`src/rtl/uosp_consts.svh`:
```
// Offsets, field positions, reset values and timing counts for uosp.
// Included by the package and the design; definitions only.
`ifndef UOSP_CONSTS_SVH
`define UOSP_CONSTS_SVH

`define UOSP_OFF_STATUS 12'h000
`define UOSP_OFF_CONTROL 12'h004
`define UOSP_OFF_POWER 12'h008
`define UOSP_OFF_EVT_FLAG 12'h00C
`define UOSP_OFF_EVT_MASK 12'h010

`define UOSP_ST_ID 7
`define UOSP_ST_LSTABLE 5
`define UOSP_ST_SESSVALID 3
`define UOSP_ST_SESSEND 2
`define UOSP_ST_VBUSVALID 0

`define UOSP_CT_DP_PU 7
`define UOSP_CT_DM_PU 6
`define UOSP_CT_DP_PD 5
`define UOSP_CT_DM_PD 4
`define UOSP_CT_VBUS_ON 3
`define UOSP_CT_SW_LINE 2
`define UOSP_CT_VBUS_CHG 1
`define UOSP_CT_VBUS_DIS 0
`define UOSP_CT_MASK 8'hFF

`define UOSP_PW_ACTPND 7
`define UOSP_PW_SLPGRD 4
`define UOSP_PW_BUSY 3
`define UOSP_PW_SUSPEND 1
`define UOSP_PW_ENABLE 0
`define UOSP_PW_WMASK 8'h13

`define UOSP_EV_ID 0
`define UOSP_EV_LSTABLE 1
`define UOSP_EV_SESSVALID 2
`define UOSP_EV_SESSEND 3
`define UOSP_EV_VBUSVALID 4
`define UOSP_EV_ACTIVITY 5
`define UOSP_EV_WIDTH 6

`define UOSP_CTRL_RESET 8'h00
`define UOSP_PWR_RESET 8'h00

`define UOSP_CLK_HZ 40000000
`define UOSP_STABLE_US 1000
`define UOSP_STABLE_CYC ((`UOSP_CLK_HZ / 1000000) * `UOSP_STABLE_US)
`define UOSP_SETTLE_CYC 16

`endif

```
`src/rtl/uosp_pkg.sv`:
```
// Types for the uosp OTG status and power control block.
// Constants live in uosp_consts.svh.
package uosp_pkg;
  `include "uosp_consts.svh"
  typedef logic [31:0] uosp_word_t;
  typedef logic [11:0] uosp_addr_t;
  typedef enum logic [2:0] {
    UOSP_OFF = 3'b001,
    UOSP_ON = 3'b010,
    UOSP_SETTLE = 3'b100
  } uosp_pstate_t;
endpackage

```
`src/rtl/uosp_otg_ctrl.sv`:
```
// OTG status, line control and power control registers behind APB.
// Assumes transceiver and comparator inputs synchronous to the
// partner side only; they are synchronised here to pclk.
//
// Implementation choices: the register offsets and the APB interface to the registers.
`timescale 1ns/1ps
`include "uosp_consts.svh"

// Function
// - identity bit reads 1 unless A cable
// - line stable flag after 1 ms unchanged
// - session valid flag follows comparator
// - B session end flag below threshold
// - A vbus valid flag above threshold
// - upper and unassigned bits read zero
// - bits 7..4 drive four line resistors
// - sw_line_control_en selects software resistor control
// - vbus_power_on powers VBUS
// - vbus_charge_en connects charge resistor
// - vbus_discharge_en connects discharge resistor
// - activity_pending while wake interrupt not generated
// - sleep_guard blocks sleep on activity or pending
// - module_busy while active or settling
// - suspend gates 48 MHz clock, transceiver low
// - power enable off holds line, VBUS, clock and analog outputs inactive
module uosp_otg_ctrl
  import uosp_pkg::*;
#(
  parameter int unsigned STABLE_CYC = `UOSP_STABLE_CYC
) (
  // System
  input wire logic pclk,
  input wire logic presetn,
  input wire logic clk_en,
  // APB slave
  input wire logic psel,
  input wire logic penable,
  input wire logic pwrite,
  input wire uosp_pkg::uosp_addr_t paddr,
  input wire uosp_pkg::uosp_word_t pwdata,
  input wire logic [3:0] pstrb,
  output logic pready,
  output uosp_pkg::uosp_word_t prdata,
  output logic pslverr,
  // Transceiver and VBUS status
  input wire logic cable_identity,
  input wire logic single_ended_zero,
  input wire logic j_line_state,
  input wire logic sess_valid_cmp,
  input wire logic sess_end_cmp,
  input wire logic vbus_valid_cmp,
  input wire logic bus_activity,
  // Hardware resistor requests from the USB engine
  input wire logic [3:0] hw_line_res,
  // Line and VBUS drive
  output logic dplus_pullup_en,
  output logic dminus_pullup_en,
  output logic dplus_pulldown_en,
  output logic dminus_pulldown_en,
  output logic vbus_power_on,
  output logic vbus_charge_en,
  output logic vbus_discharge_en,
  // Power and clocking
  output logic usb_clk_gate_en,
  output logic xcvr_low_power,
  output logic usb_pins_owned,
  output logic analog_en,
  output logic sleep_block,
  // Interrupt
  output logic irq
);
  import uosp_pkg::*;

  localparam int N_SYNC = 7;
  localparam logic [15:0] STABLE_LAST = 16'(STABLE_CYC - 1);
  // Idle levels: no cable, SE0 on an empty bus, no VBUS
  localparam logic [N_SYNC-1:0] SYNC_IDLE = 7'h13;

  logic [N_SYNC-1:0] sync_in;
  logic [N_SYNC-1:0] sync1_reg;
  logic [N_SYNC-1:0] sync2_reg;
  logic [N_SYNC-1:0] prev_reg;
  logic [7:0] ctrl_reg;
  logic [7:0] pwr_reg;
  logic [`UOSP_EV_WIDTH-1:0] evt_flag_reg;
  logic [`UOSP_EV_WIDTH-1:0] evt_mask_reg;
  logic [`UOSP_EV_WIDTH-1:0] evt_set;
  logic [15:0] stable_cnt_reg;
  logic line_stable_reg;
  logic line_change;
  logic [4:0] settle_cnt_reg;
  uosp_pstate_t pstate_reg;
  uosp_word_t rd_word;
  logic wr_en;
  logic rd_en;
  logic addr_ok;
  logic powered;
  logic busy;

  assign sync_in = {bus_activity, vbus_valid_cmp, sess_end_cmp,
                    sess_valid_cmp, j_line_state, single_ended_zero,
                    cable_identity};

  // Two-flop synchronisers
  genvar gi;
  generate
    for (gi = 0; gi < N_SYNC; gi++) begin : g_sync
      always_ff @(posedge pclk or negedge presetn) begin
        if (!presetn) begin
          sync1_reg[gi] <= SYNC_IDLE[gi];
          sync2_reg[gi] <= SYNC_IDLE[gi];
          prev_reg[gi] <= SYNC_IDLE[gi];
        end else if (clk_en) begin
          sync1_reg[gi] <= sync_in[gi];
          sync2_reg[gi] <= sync1_reg[gi];
          prev_reg[gi] <= sync2_reg[gi];
        end
      end
    end
  endgenerate

  // SE0 or J changed after synchronisation
  assign line_change = (sync2_reg[2:1] != prev_reg[2:1]);

  // Line state stability timer
  // Counter saturates; flag holds until the next change
  always_ff @(posedge pclk or negedge presetn) begin
    if (!presetn) begin
      stable_cnt_reg <= 16'h0000;
      line_stable_reg <= 1'b0;
    end else if (clk_en) begin
      if (line_change) begin
        stable_cnt_reg <= 16'h0000;
        line_stable_reg <= 1'b0;
      end else if (stable_cnt_reg == STABLE_LAST) begin
        line_stable_reg <= 1'b1;
      end else begin
        stable_cnt_reg <= stable_cnt_reg + 16'h0001;
      end
    end
  end

  assign powered = pwr_reg[`UOSP_PW_ENABLE];

  // Module power sequencing
  // Disable waits out a settle period before re-enable
  always_ff @(posedge pclk or negedge presetn) begin
    if (!presetn) begin
      pstate_reg <= UOSP_OFF;
      settle_cnt_reg <= 5'h00;
    end else if (clk_en) begin
      unique case (pstate_reg)
        UOSP_OFF: begin
          if (powered) begin
            pstate_reg <= UOSP_ON;
          end
        end
        UOSP_ON: begin
          if (!powered) begin
            pstate_reg <= UOSP_SETTLE;
            settle_cnt_reg <= 5'h00;
          end
        end
        UOSP_SETTLE: begin
          if (settle_cnt_reg == 5'(`UOSP_SETTLE_CYC - 1)) begin
            pstate_reg <= UOSP_OFF;
          end else begin
            settle_cnt_reg <= settle_cnt_reg + 5'h01;
          end
        end
        default: begin
          pstate_reg <= UOSP_OFF;
        end
      endcase
    end
  end

  // Busy also covers the settle period after disable
  assign busy = (pstate_reg != UOSP_OFF);

  // APB decode; one wait-free access phase
  assign addr_ok = (paddr == `UOSP_OFF_STATUS) ||
                   (paddr == `UOSP_OFF_CONTROL) ||
                   (paddr == `UOSP_OFF_POWER) ||
                   (paddr == `UOSP_OFF_EVT_FLAG) ||
                   (paddr == `UOSP_OFF_EVT_MASK);
  assign pready = 1'b1;
  assign pslverr = psel && penable && !addr_ok;
  // Writes need pstrb[0]; unmapped offsets are dropped
  assign wr_en = psel && penable && pwrite && pstrb[0] && clk_en;
  // Read data is captured in the setup cycle
  assign rd_en = psel && !penable && !pwrite && clk_en;

  // Control register
  always_ff @(posedge pclk or negedge presetn) begin
    if (!presetn) begin
      ctrl_reg <= `UOSP_CTRL_RESET;
    end else if (wr_en && paddr == `UOSP_OFF_CONTROL) begin
      ctrl_reg <= pwdata[7:0] & `UOSP_CT_MASK;
    end
  end

  // Power control register; busy and pending bits are live
  always_ff @(posedge pclk or negedge presetn) begin
    if (!presetn) begin
      pwr_reg <= `UOSP_PWR_RESET;
    end else if (wr_en && paddr == `UOSP_OFF_POWER) begin
      pwr_reg <= pwdata[7:0] & `UOSP_PW_WMASK;
    end
  end

  // Event detection: changes on status lines and bus activity
  always_comb begin
    evt_set = '0;
    evt_set[`UOSP_EV_ID] = sync2_reg[0] ^ prev_reg[0];
    evt_set[`UOSP_EV_LSTABLE] = (stable_cnt_reg == STABLE_LAST)
                                && !line_stable_reg
                                && !line_change;
    evt_set[`UOSP_EV_SESSVALID] = sync2_reg[3] ^ prev_reg[3];
    evt_set[`UOSP_EV_SESSEND] = sync2_reg[4] ^ prev_reg[4];
    evt_set[`UOSP_EV_VBUSVALID] = sync2_reg[5] ^ prev_reg[5];
    evt_set[`UOSP_EV_ACTIVITY] = sync2_reg[6] && !prev_reg[6];
  end

  // Sticky flags, write one to clear; set wins
  always_ff @(posedge pclk or negedge presetn) begin
    if (!presetn) begin
      evt_flag_reg <= '0;
    end else if (clk_en) begin
      if (wr_en && paddr == `UOSP_OFF_EVT_FLAG) begin
        evt_flag_reg <= (evt_flag_reg & ~pwdata[`UOSP_EV_WIDTH-1:0])
                        | evt_set;
      end else begin
        evt_flag_reg <= evt_flag_reg | evt_set;
      end
    end
  end

  // Event mask, same layout as the flags
  always_ff @(posedge pclk or negedge presetn) begin
    if (!presetn) begin
      evt_mask_reg <= '0;
    end else if (wr_en && paddr == `UOSP_OFF_EVT_MASK) begin
      evt_mask_reg <= pwdata[`UOSP_EV_WIDTH-1:0];
    end
  end

  // Level interrupt from unmasked sticky flags
  assign irq = |(evt_flag_reg & evt_mask_reg);

  // Read mux
  always_comb begin
    rd_word = 32'h0000_0000;
    if (paddr == `UOSP_OFF_STATUS) begin
      rd_word[`UOSP_ST_ID] = sync2_reg[0];
      rd_word[`UOSP_ST_LSTABLE] = line_stable_reg;
      rd_word[`UOSP_ST_SESSVALID] = sync2_reg[3];
      rd_word[`UOSP_ST_SESSEND] = sync2_reg[4];
      rd_word[`UOSP_ST_VBUSVALID] = sync2_reg[5];
    end else if (paddr == `UOSP_OFF_CONTROL) begin
      rd_word[7:0] = ctrl_reg;
    end else if (paddr == `UOSP_OFF_POWER) begin
      rd_word[7:0] = pwr_reg;
      rd_word[`UOSP_PW_BUSY] = busy;
      // Pending: flagged but not yet enabled to interrupt
      rd_word[`UOSP_PW_ACTPND] =
        evt_flag_reg[`UOSP_EV_ACTIVITY] &&
        !evt_mask_reg[`UOSP_EV_ACTIVITY];
    end else if (paddr == `UOSP_OFF_EVT_FLAG) begin
      rd_word[`UOSP_EV_WIDTH-1:0] = evt_flag_reg;
    end else if (paddr == `UOSP_OFF_EVT_MASK) begin
      rd_word[`UOSP_EV_WIDTH-1:0] = evt_mask_reg;
    end
  end

  // Holds until the next read setup
  always_ff @(posedge pclk or negedge presetn) begin
    if (!presetn) begin
      prdata <= 32'h0000_0000;
    end else if (rd_en) begin
      prdata <= rd_word;
    end
  end

  // Line and VBUS outputs, held inactive while disabled
  always_ff @(posedge pclk or negedge presetn) begin
    if (!presetn) begin
      dplus_pullup_en <= 1'b0;
      dminus_pullup_en <= 1'b0;
      dplus_pulldown_en <= 1'b0;
      dminus_pulldown_en <= 1'b0;
      vbus_power_on <= 1'b0;
      vbus_charge_en <= 1'b0;
      vbus_discharge_en <= 1'b0;
    end else if (clk_en) begin
      if (!powered) begin
        dplus_pullup_en <= 1'b0;
        dminus_pullup_en <= 1'b0;
        dplus_pulldown_en <= 1'b0;
        dminus_pulldown_en <= 1'b0;
        vbus_power_on <= 1'b0;
        vbus_charge_en <= 1'b0;
        vbus_discharge_en <= 1'b0;
      end else begin
        if (ctrl_reg[`UOSP_CT_SW_LINE]) begin
          dplus_pullup_en <= ctrl_reg[`UOSP_CT_DP_PU];
          dminus_pullup_en <= ctrl_reg[`UOSP_CT_DM_PU];
          dplus_pulldown_en <= ctrl_reg[`UOSP_CT_DP_PD];
          dminus_pulldown_en <= ctrl_reg[`UOSP_CT_DM_PD];
        end else begin
          // Hardware mode follows the USB engine's requests
          dplus_pullup_en <= hw_line_res[3];
          dminus_pullup_en <= hw_line_res[2];
          dplus_pulldown_en <= hw_line_res[1];
          dminus_pulldown_en <= hw_line_res[0];
        end
        vbus_power_on <= ctrl_reg[`UOSP_CT_VBUS_ON];
        vbus_charge_en <= ctrl_reg[`UOSP_CT_VBUS_CHG];
        vbus_discharge_en <= ctrl_reg[`UOSP_CT_VBUS_DIS];
      end
    end
  end

  // Clock gating, low power and sleep guard
  // Suspend stops the 48 MHz clock and parks the transceiver
  always_ff @(posedge pclk or negedge presetn) begin
    if (!presetn) begin
      usb_clk_gate_en <= 1'b0;
      xcvr_low_power <= 1'b1;
      usb_pins_owned <= 1'b0;
      analog_en <= 1'b0;
      sleep_block <= 1'b0;
    end else if (clk_en) begin
      usb_clk_gate_en <= powered && !pwr_reg[`UOSP_PW_SUSPEND];
      xcvr_low_power <= !powered || pwr_reg[`UOSP_PW_SUSPEND];
      usb_pins_owned <= powered;
      analog_en <= powered;
      sleep_block <= pwr_reg[`UOSP_PW_SLPGRD] &&
                     (sync2_reg[6] ||
                      evt_flag_reg[`UOSP_EV_ACTIVITY]);
    end
  end

endmodule

```
`config.mk`:
```
export PLATFORM = sky130hd
export DESIGN_NAME = uosp_otg_ctrl
export DESIGN_NICKNAME = d
export VERILOG_FILES = /design/src/rtl/uosp_pkg.sv /design/src/rtl/uosp_otg_ctrl.sv
export VERILOG_INCLUDE_DIRS = /design/src /design/src/rtl
export SDC_FILE = /design/constraint.sdc
export NUM_CORES = 1
export LEC_CHECK = 0
export BUFFER_PORTS_ARGS = -buffer_cell sky130_fd_sc_hd__buf_2
export CAP_MARGIN = 30
export CELL_PAD_IN_SITES_DETAIL_PLACEMENT = 0
export CELL_PAD_IN_SITES_GLOBAL_PLACEMENT = 1
export CORE_MARGIN = 2
export CORE_UTILIZATION = 30
export CTS_CLUSTER_DIAMETER = 120
export CTS_CLUSTER_SIZE = 8
export DETAILED_ROUTE_END_ITERATION = 7
export PLACE_DENSITY_LB_ADDON = 0.1
export SLEW_MARGIN = 15
export SYNTH_ARGS = -nofsm -noshare
export SYNTH_HDL_FRONTEND = slang
export SYNTH_SLANG_ARGS = --single-unit
```
`constraint.sdc`:
```
create_clock -name pclk -period 2.8 [get_ports pclk]
set_input_delay 0.28 -clock pclk [delete_from_list [all_inputs] [get_ports pclk]]
set_output_delay 0.28 -clock pclk [all_outputs]
set_load 0.05 [all_outputs]
```
==> results.py, run 1 <==
metrics = {
    "global_routing": {
        "grt_pass1_vias": 3242,
        "grt_pass1_wl_um": 17100,
        "grt.overflow.total": 0,
        "grt_max_degree": 52,
        "grt_use_total_pct": 13.6,
        "antenna_found_initial": 0,
    },
    "floorplanning": {
        "die-area_sq_um": 16100,
        "core_area_sq_um": 14600,
        "fp.dieW_um": 127,
        "fp.dieH_um": 127,
        "ioPinCount": 112,
        "start_util_pct": 31.0,
        "row_count": 44,
    },
    "routing": {
        "wl_um": 10400,
        "drcViolationCount": 0,
        "met1Wirelength_um": 5020,
        "topRoutingLayerUsed": "met4",
        "met2_length_um": 4830,
        "routed-wl-met3_um": 414,
        "drtPass1Iterations": 4,
        "post_drt_via_cell_ratio": 4.91,
        "drtIter0Drc": 95,
        "drt-wirelength-per-cell_um": 15.5,
        "vias": 3302,
        "final_antenna_net_count": 0,
    },
    "final_layout": {
        "num-fill-cells": 1501,
        "post-route-util_pct": 35.8,
        "final_cells": 672,
        "nNetsFinal": 551,
        "area_growth_pct": 15.4,
        "n_antenna_cell": 0,
        "largest_register_ffs": 16,
        "drive_gt1_share_pct": 27.5,
    },
    "critical_path": {
        "r2r-start": "settle_cnt_reg[0]",
        "path_class": "register to register",
        "setup.worst_path.start": "settle_cnt_reg[0]",
        "crit_path_end_kind": "register",
        "critical_path_arrival_ps": 2480,
        "cp-start-kind": "register",
        "cp_max_fo": 6,
        "required_ps": 3080,
    },
    "yosys": {
        "yosys_warnings": 0,
        "synthTopCellsByArea": "dfrtp_1, mux2_2, dfstp_2",
        "synthDistinctLibCells": 58,
        "synth.avg_cell_area_sq_um": 10.5,
        "synth_commonest_cells": "dfrtp_1, nand2_1, mux2_2",
        "synth_top_area_cell": "dfrtp_1",
        "syn_area_sq_um": 4540,
        "synth.most_common_cell": "dfrtp_1",
        "async_reset_ff_share_pct": 100,
        "synth-edff-count": 0,
        "seq_area_frac_synth_pct": 48.8,
        "netlist_instances": 432,
        "synth_top_cell_area_share_pct": 42.4,
        "synth-seq-cells": 88,
        "synth_ff_type": "dfrtp_1",
    },
    "clock_network": {
        "cts.root.buffer_cell": "clkbuf_16",
        "clk_latency_ps": 350,
        "cts_num_sinks": 88,
        "cts_made_buffers": 9,
        "post_cts_resize_count": 0,
        "cts_setup_buffers": 0,
        "cts_buffer_depth": 2,
        "cts_tree": "done",
        "clkTransAtPathRegs_ps": 60,
        "cts_hold_buffers": 1,
        "htree_num_levels": 3,
    },
    "sta": {
        "hold_viol": 0,
        "rsz0062_at_grt": "no",
        "drv_slew": 0,
        "clock.fmax_ghz": 0.455,
        "period_minus_slack_ps": 2200,
        "finClkSkew_ps": 4.98,
        "finalSetupViolations": 0,
        "slew_headroom_pct": 53.7,
        "finalCritPeriodShare_pct": 78.4,
        "fin_tns_setup_ps": 0,
        "max_slew.worst_pin.slew_ps": 695,
    },
    "status": {
        "outcome": "finished clean",
    },
    "power_and_ir_drop": {
        "ir_worst_vdd_mv": 0.415,
        "powerDensity_nw_per_um2": 589,
        "finalPower_mw": 3.09,
        "total_leakage_power_nw": 2.30,
    },
    "hold_path": {
        "min_path_type": "input port to register",
        "min-delay-start": "j_line_state",
    },
    "place": {
        "placed_cells": 655,
        "io_buffers": 59,
        "place_hpwl_um": 7610,
        "finalWeightedCongestion": 0.720,
    },
    "run": {
        "cap_violations": 0,
    },
}
cell usage in the layout, fill, tap and decap left out, types with 6 or more instances in the layout:
cell type,synthesis,routed
dfrtp_1,77,77
buf_2,0,58
nand2_1,40,40
mux2_2,31,31
conb_1,2,25
a21oi_1,16,16
inv_1,15,15
nor2_1,15,15
nand3_1,14,14
o21ai_0,14,14
nor2b_1,12,12
dfstp_2,11,11
clkbuf_16,0,9
xor2_1,8,8
nor3_1,8,8
mux2i_1,8,8
o2bb2ai_1,8,8
and3_1,7,7
a22oi_1,7,7
or3_1,7,7
mux2_1,6,6
where the power goes:
| group | total [mW] | internal, mW | switching [mW] |
|---|---|---|---|
| registers | 1.43 | 1.37 | 0.0691 |
| logic | 0.415 | 0.134 | 0.281 |
| clock network | 1.24 | 0.717 | 0.521 |
worst max-delay path: stages (launching register included):
cell and delay, ps:
dfrtp_1 400, ha_1 220, and3_1 190, ha_1 190, nor3b_1 360, o21ai_0 320
or3_1 410, nand2_1 60
final timing paths:
kind / cells after the start / endpoint / slack, ps
worst max-delay path: 7 / settle_cnt_reg[0] / 600
worst min-delay path: 2 / sync1_reg[2] / 160
worst max register to register: 7 / settle_cnt_reg[0] / 600
worst min register to register: 2 / prdata[3] / 470
max in group asynchronous: 3 / pstate_reg[0] / 1540
min in group asynchronous: 2 / stable_cnt_reg[11] / 520
metrics by stage:
stage                     area [sq um]  setup WS, ps  hold WS (ps)
final                             5240           604           165
after global routing              5240           377           150
after CTS                         5240           578           147
after global placement            4920           587           379
after floorplan                   4630           746         -15.6
after detailed placement          4920           598           376
final cells by class:
class,count,area (sq um),area share [%]
Clock buffer,10,239,4.56
Clock inverter,6,68.8,1.31
Inverter,16,60.1,1.15
Multi-Input combinational cell,303,2070,39.5
Sequential cell,88,2220,42.3
Tap cell,184,230,4.39
Timing Repair Buffer,65,358,6.83
logic make-up (layout without fill, tap and decap cells):
| kind of cell | Yosys count | after routing | share of synthesized area (%) |
|---|---|---|---|
| simple gates | 134 | 134 | 16.7 |
| xor+xnor | 11 | 11 | 2.12 |
| flops | 88 | 88 | 48.8 |
| fa+ha+maj | 3 | 3 | 0.827 |
| buf+inv | 64 | 97 | 7.52 |
| mux | 45 | 45 | 10.9 |
| compound gates | 85 | 85 | 12.9 |
| other cells | 2 | 25 | 0.165 |
routing by layer:
layer / track usage (%) / vias to the layer above
li1: - / 1606
met1: 18.2 / 1620
met2: 21.5 / 65
met3: 3.39 / 11
met4: 4.46 / 0
met5: 0 / -
(Power assumes the default switching activity.)
==> run 2, diff against run 1 <==
clock period = 1.75 ns   (was 2.8 ns; I/O delays follow)
==> run 2 against run 1 <==
Register-to-register slack worse by 530 ps. Cell area increased by 6.2%. Via count up 3.3%. Highest routed layer unchanged.
==> results.py, run 2 (same netlist as run 1, synthesis figures left out) <==
metrics = {
    "clock_network": {
        "htree_num_levels": 3,
        "cts.root.buffer_cell": "clkbuf_16",
        "cts_made_buffers": 9,
        "cts_buffer_depth": 2,
        "cts_num_sinks": 88,
        "cts_tree": "done",
        "clkTransAtPathRegs_ps": 70,
        "clk_latency_ps": 350,
    },
    "final_layout": {
        "final_cell_mix": "dfrtp_1, buf_2, nand2_1",
        "n_antenna_cell": 0,
        "final_cells": 706,
        "fin_area_sq_um": 5570,
        "largest_register_ffs": 16,
        "final_common_cell": "dfrtp_1",
        "drive_gt1_share_pct": 34.3,
        "post-route-util_pct": 38.0,
        "area_growth_pct": 22.6,
        "nNetsFinal": 585,
    },
    "routing": {
        "drtIter0Drc": 201,
        "drtPass1Iterations": 4,
        "final_antenna_net_count": 0,
        "drt-wirelength-per-cell_um": 15.4,
        "drcViolationCount": 0,
        "wl_um": 10800,
        "vias": 3411,
        "post_drt_via_cell_ratio": 4.83,
    },
    "sta": {
        "rsz0062_at_grt": "yes",
        "drv_slew": 0,
        "fin_tns_setup_ps": 0,
        "hold_viol": 0,
        "finalSetupViolations": 0,
        "clock.fmax_ghz": 0.596,
        "period_minus_slack_ps": 1680,
        "finClkSkew_ps": 6.69,
        "finalCritPeriodShare_pct": 95.9,
    },
    "global_routing": {
        "grt_use_total_pct": 14.3,
        "grt_pass1_vias": 3464,
        "grt_max_degree": 37,
        "antenna_found_initial": 0,
        "grt_pass1_wl_um": 18100,
        "grt.overflow.total": 0,
    },
    "floorplanning": {
        "row_count": 44,
        "fp.dieW_um": 127,
        "fp.dieH_um": 127,
        "die-area_sq_um": 16100,
        "core_area_sq_um": 14600,
        "ioPinCount": 112,
        "start_util_pct": 31.0,
    },
    "power_and_ir_drop": {
        "p_sw_share_pct": 29.3,
        "seq_power_share_pct": 46.5,
        "total_leakage_power_nw": 2.49,
        "ir_worst_vdd_mv": 0.550,
        "internal_power_mw": 3.47,
        "power_frac_clock_pct": 37.1,
        "p_comb_share_pct": 16.4,
        "powerDensity_nw_per_um2": 883,
        "finalPower_mw": 4.91,
        "power.switching_mw": 1.44,
    },
    "run": {
        "cap_violations": 0,
    },
    "critical_path": {
        "cp-start-kind": "register",
        "crit_buf_inv": 0,
        "cp_max_fo": 2,
        "crit_path_end_kind": "register",
        "critical_path_arrival_ps": 1960,
        "crit_path_max_incr_delay_ps": 380,
        "crit_slowest_cell": "dfrtp_1",
        "path_class": "register to register",
        "rrSetupSlack_ps": 70,
        "path_cells": "ha_2 -> and3_4 -> ha_4 -> nor3b_4 -> o21ai_1 -> or3_1 -> nand2_1",
        "crit_family": "simple AND/OR/NAND/NOR gates",
        "required_ps": 2040,
    },
    "hold_path": {
        "min_path_type": "input port to register",
    },
    "place": {
        "postPlaceCellArea_sq_um": 5200,
        "placed_cells": 687,
        "finalWeightedCongestion": 0.790,
        "place_hpwl_um": 8160,
        "io_buffers": 59,
    },
    "status": {
        "outcome": "finished clean",
    },
}
run 2: cell types whose count changed in the layout (fill, tap and decap cells not counted), moves of 2 or more:
cell / previous run / this run
clkinvlp_4: 4 / 2
inv_6: 0 / 2
buf_4: 5 / 36
ha_1: 3 / 1
buf_12: 1 / 3
run 2: area by class of cell:
cell class / instances / area, sq um
Timing Repair Buffer: 99 / 642
Inverter: 16 / 60.1
Tap cell: 184 / 230
Fill cell: 1483 / 9080
Sequential cell: 88 / 2220
Clock buffer: 9 / 225
Clock inverter: 7 / 55.1
Multi-Input combinational cell: 303 / 2140
run 2: power by group through the flow:
| stage | combinational [mW] | clock, mW | sequential (mW) |
|---|---|---|---|
| after floorplan | 0.492 | 0 | 2.33 |
| after global routing | 0.893 | 1.97 | 2.31 |
| after global placement | 0.784 | 0 | 2.32 |
| after CTS | 0.792 | 1.91 | 2.29 |
| after detailed placement | 0.787 | 0 | 2.32 |
| final | 0.805 | 1.82 | 2.29 |
run 2: stage by stage:
stage	worst slack [ps]	hold WS [ps]
finish	71.5	52.5
global route	-49.1	47.9
CTS	12.5	37.5
detailed placement	-82.0	177
global placement	-69.4	176
floorplan	-49.9	-121
run 2: what timing repair did:
action | in CTS | in global routing
resized for setup | 4 | 10
setup endpoints to repair | 5 | 15
hold buffers | 1 | 0
cloned | 0 | 0
pin swaps | 2 | 5
buffers inserted | 0 | 2
endpoints found under the hold margin | 29 | 0
run 2: per-layer routing:
metal / GRT usage, % / vias to the layer above / wire length, um
met1: 19.5 / 1648 / 5270
met3: 3.06 / 13 / 397
met4: 5.04 / 0 / 163
met5: 0 / - / 0
li1: - / 1677 / -
met2: 22.6 / 73 / 5010
run 2: path summary, 6_finish.rpt:
path / start / to / cells past startpoint
max: settle_cnt_reg[1] / settle_cnt_reg[0] / 7
min in group asynchronous: presetn / stable_cnt_reg[13] / 2
max reg2reg: settle_cnt_reg[1] / settle_cnt_reg[0] / 7
min: single_ended_zero / sync1_reg[1] / 2
max in group asynchronous: presetn / prev_reg[4] / 3
min reg2reg: dminus_pulldown_en / dminus_pulldown_en / 1
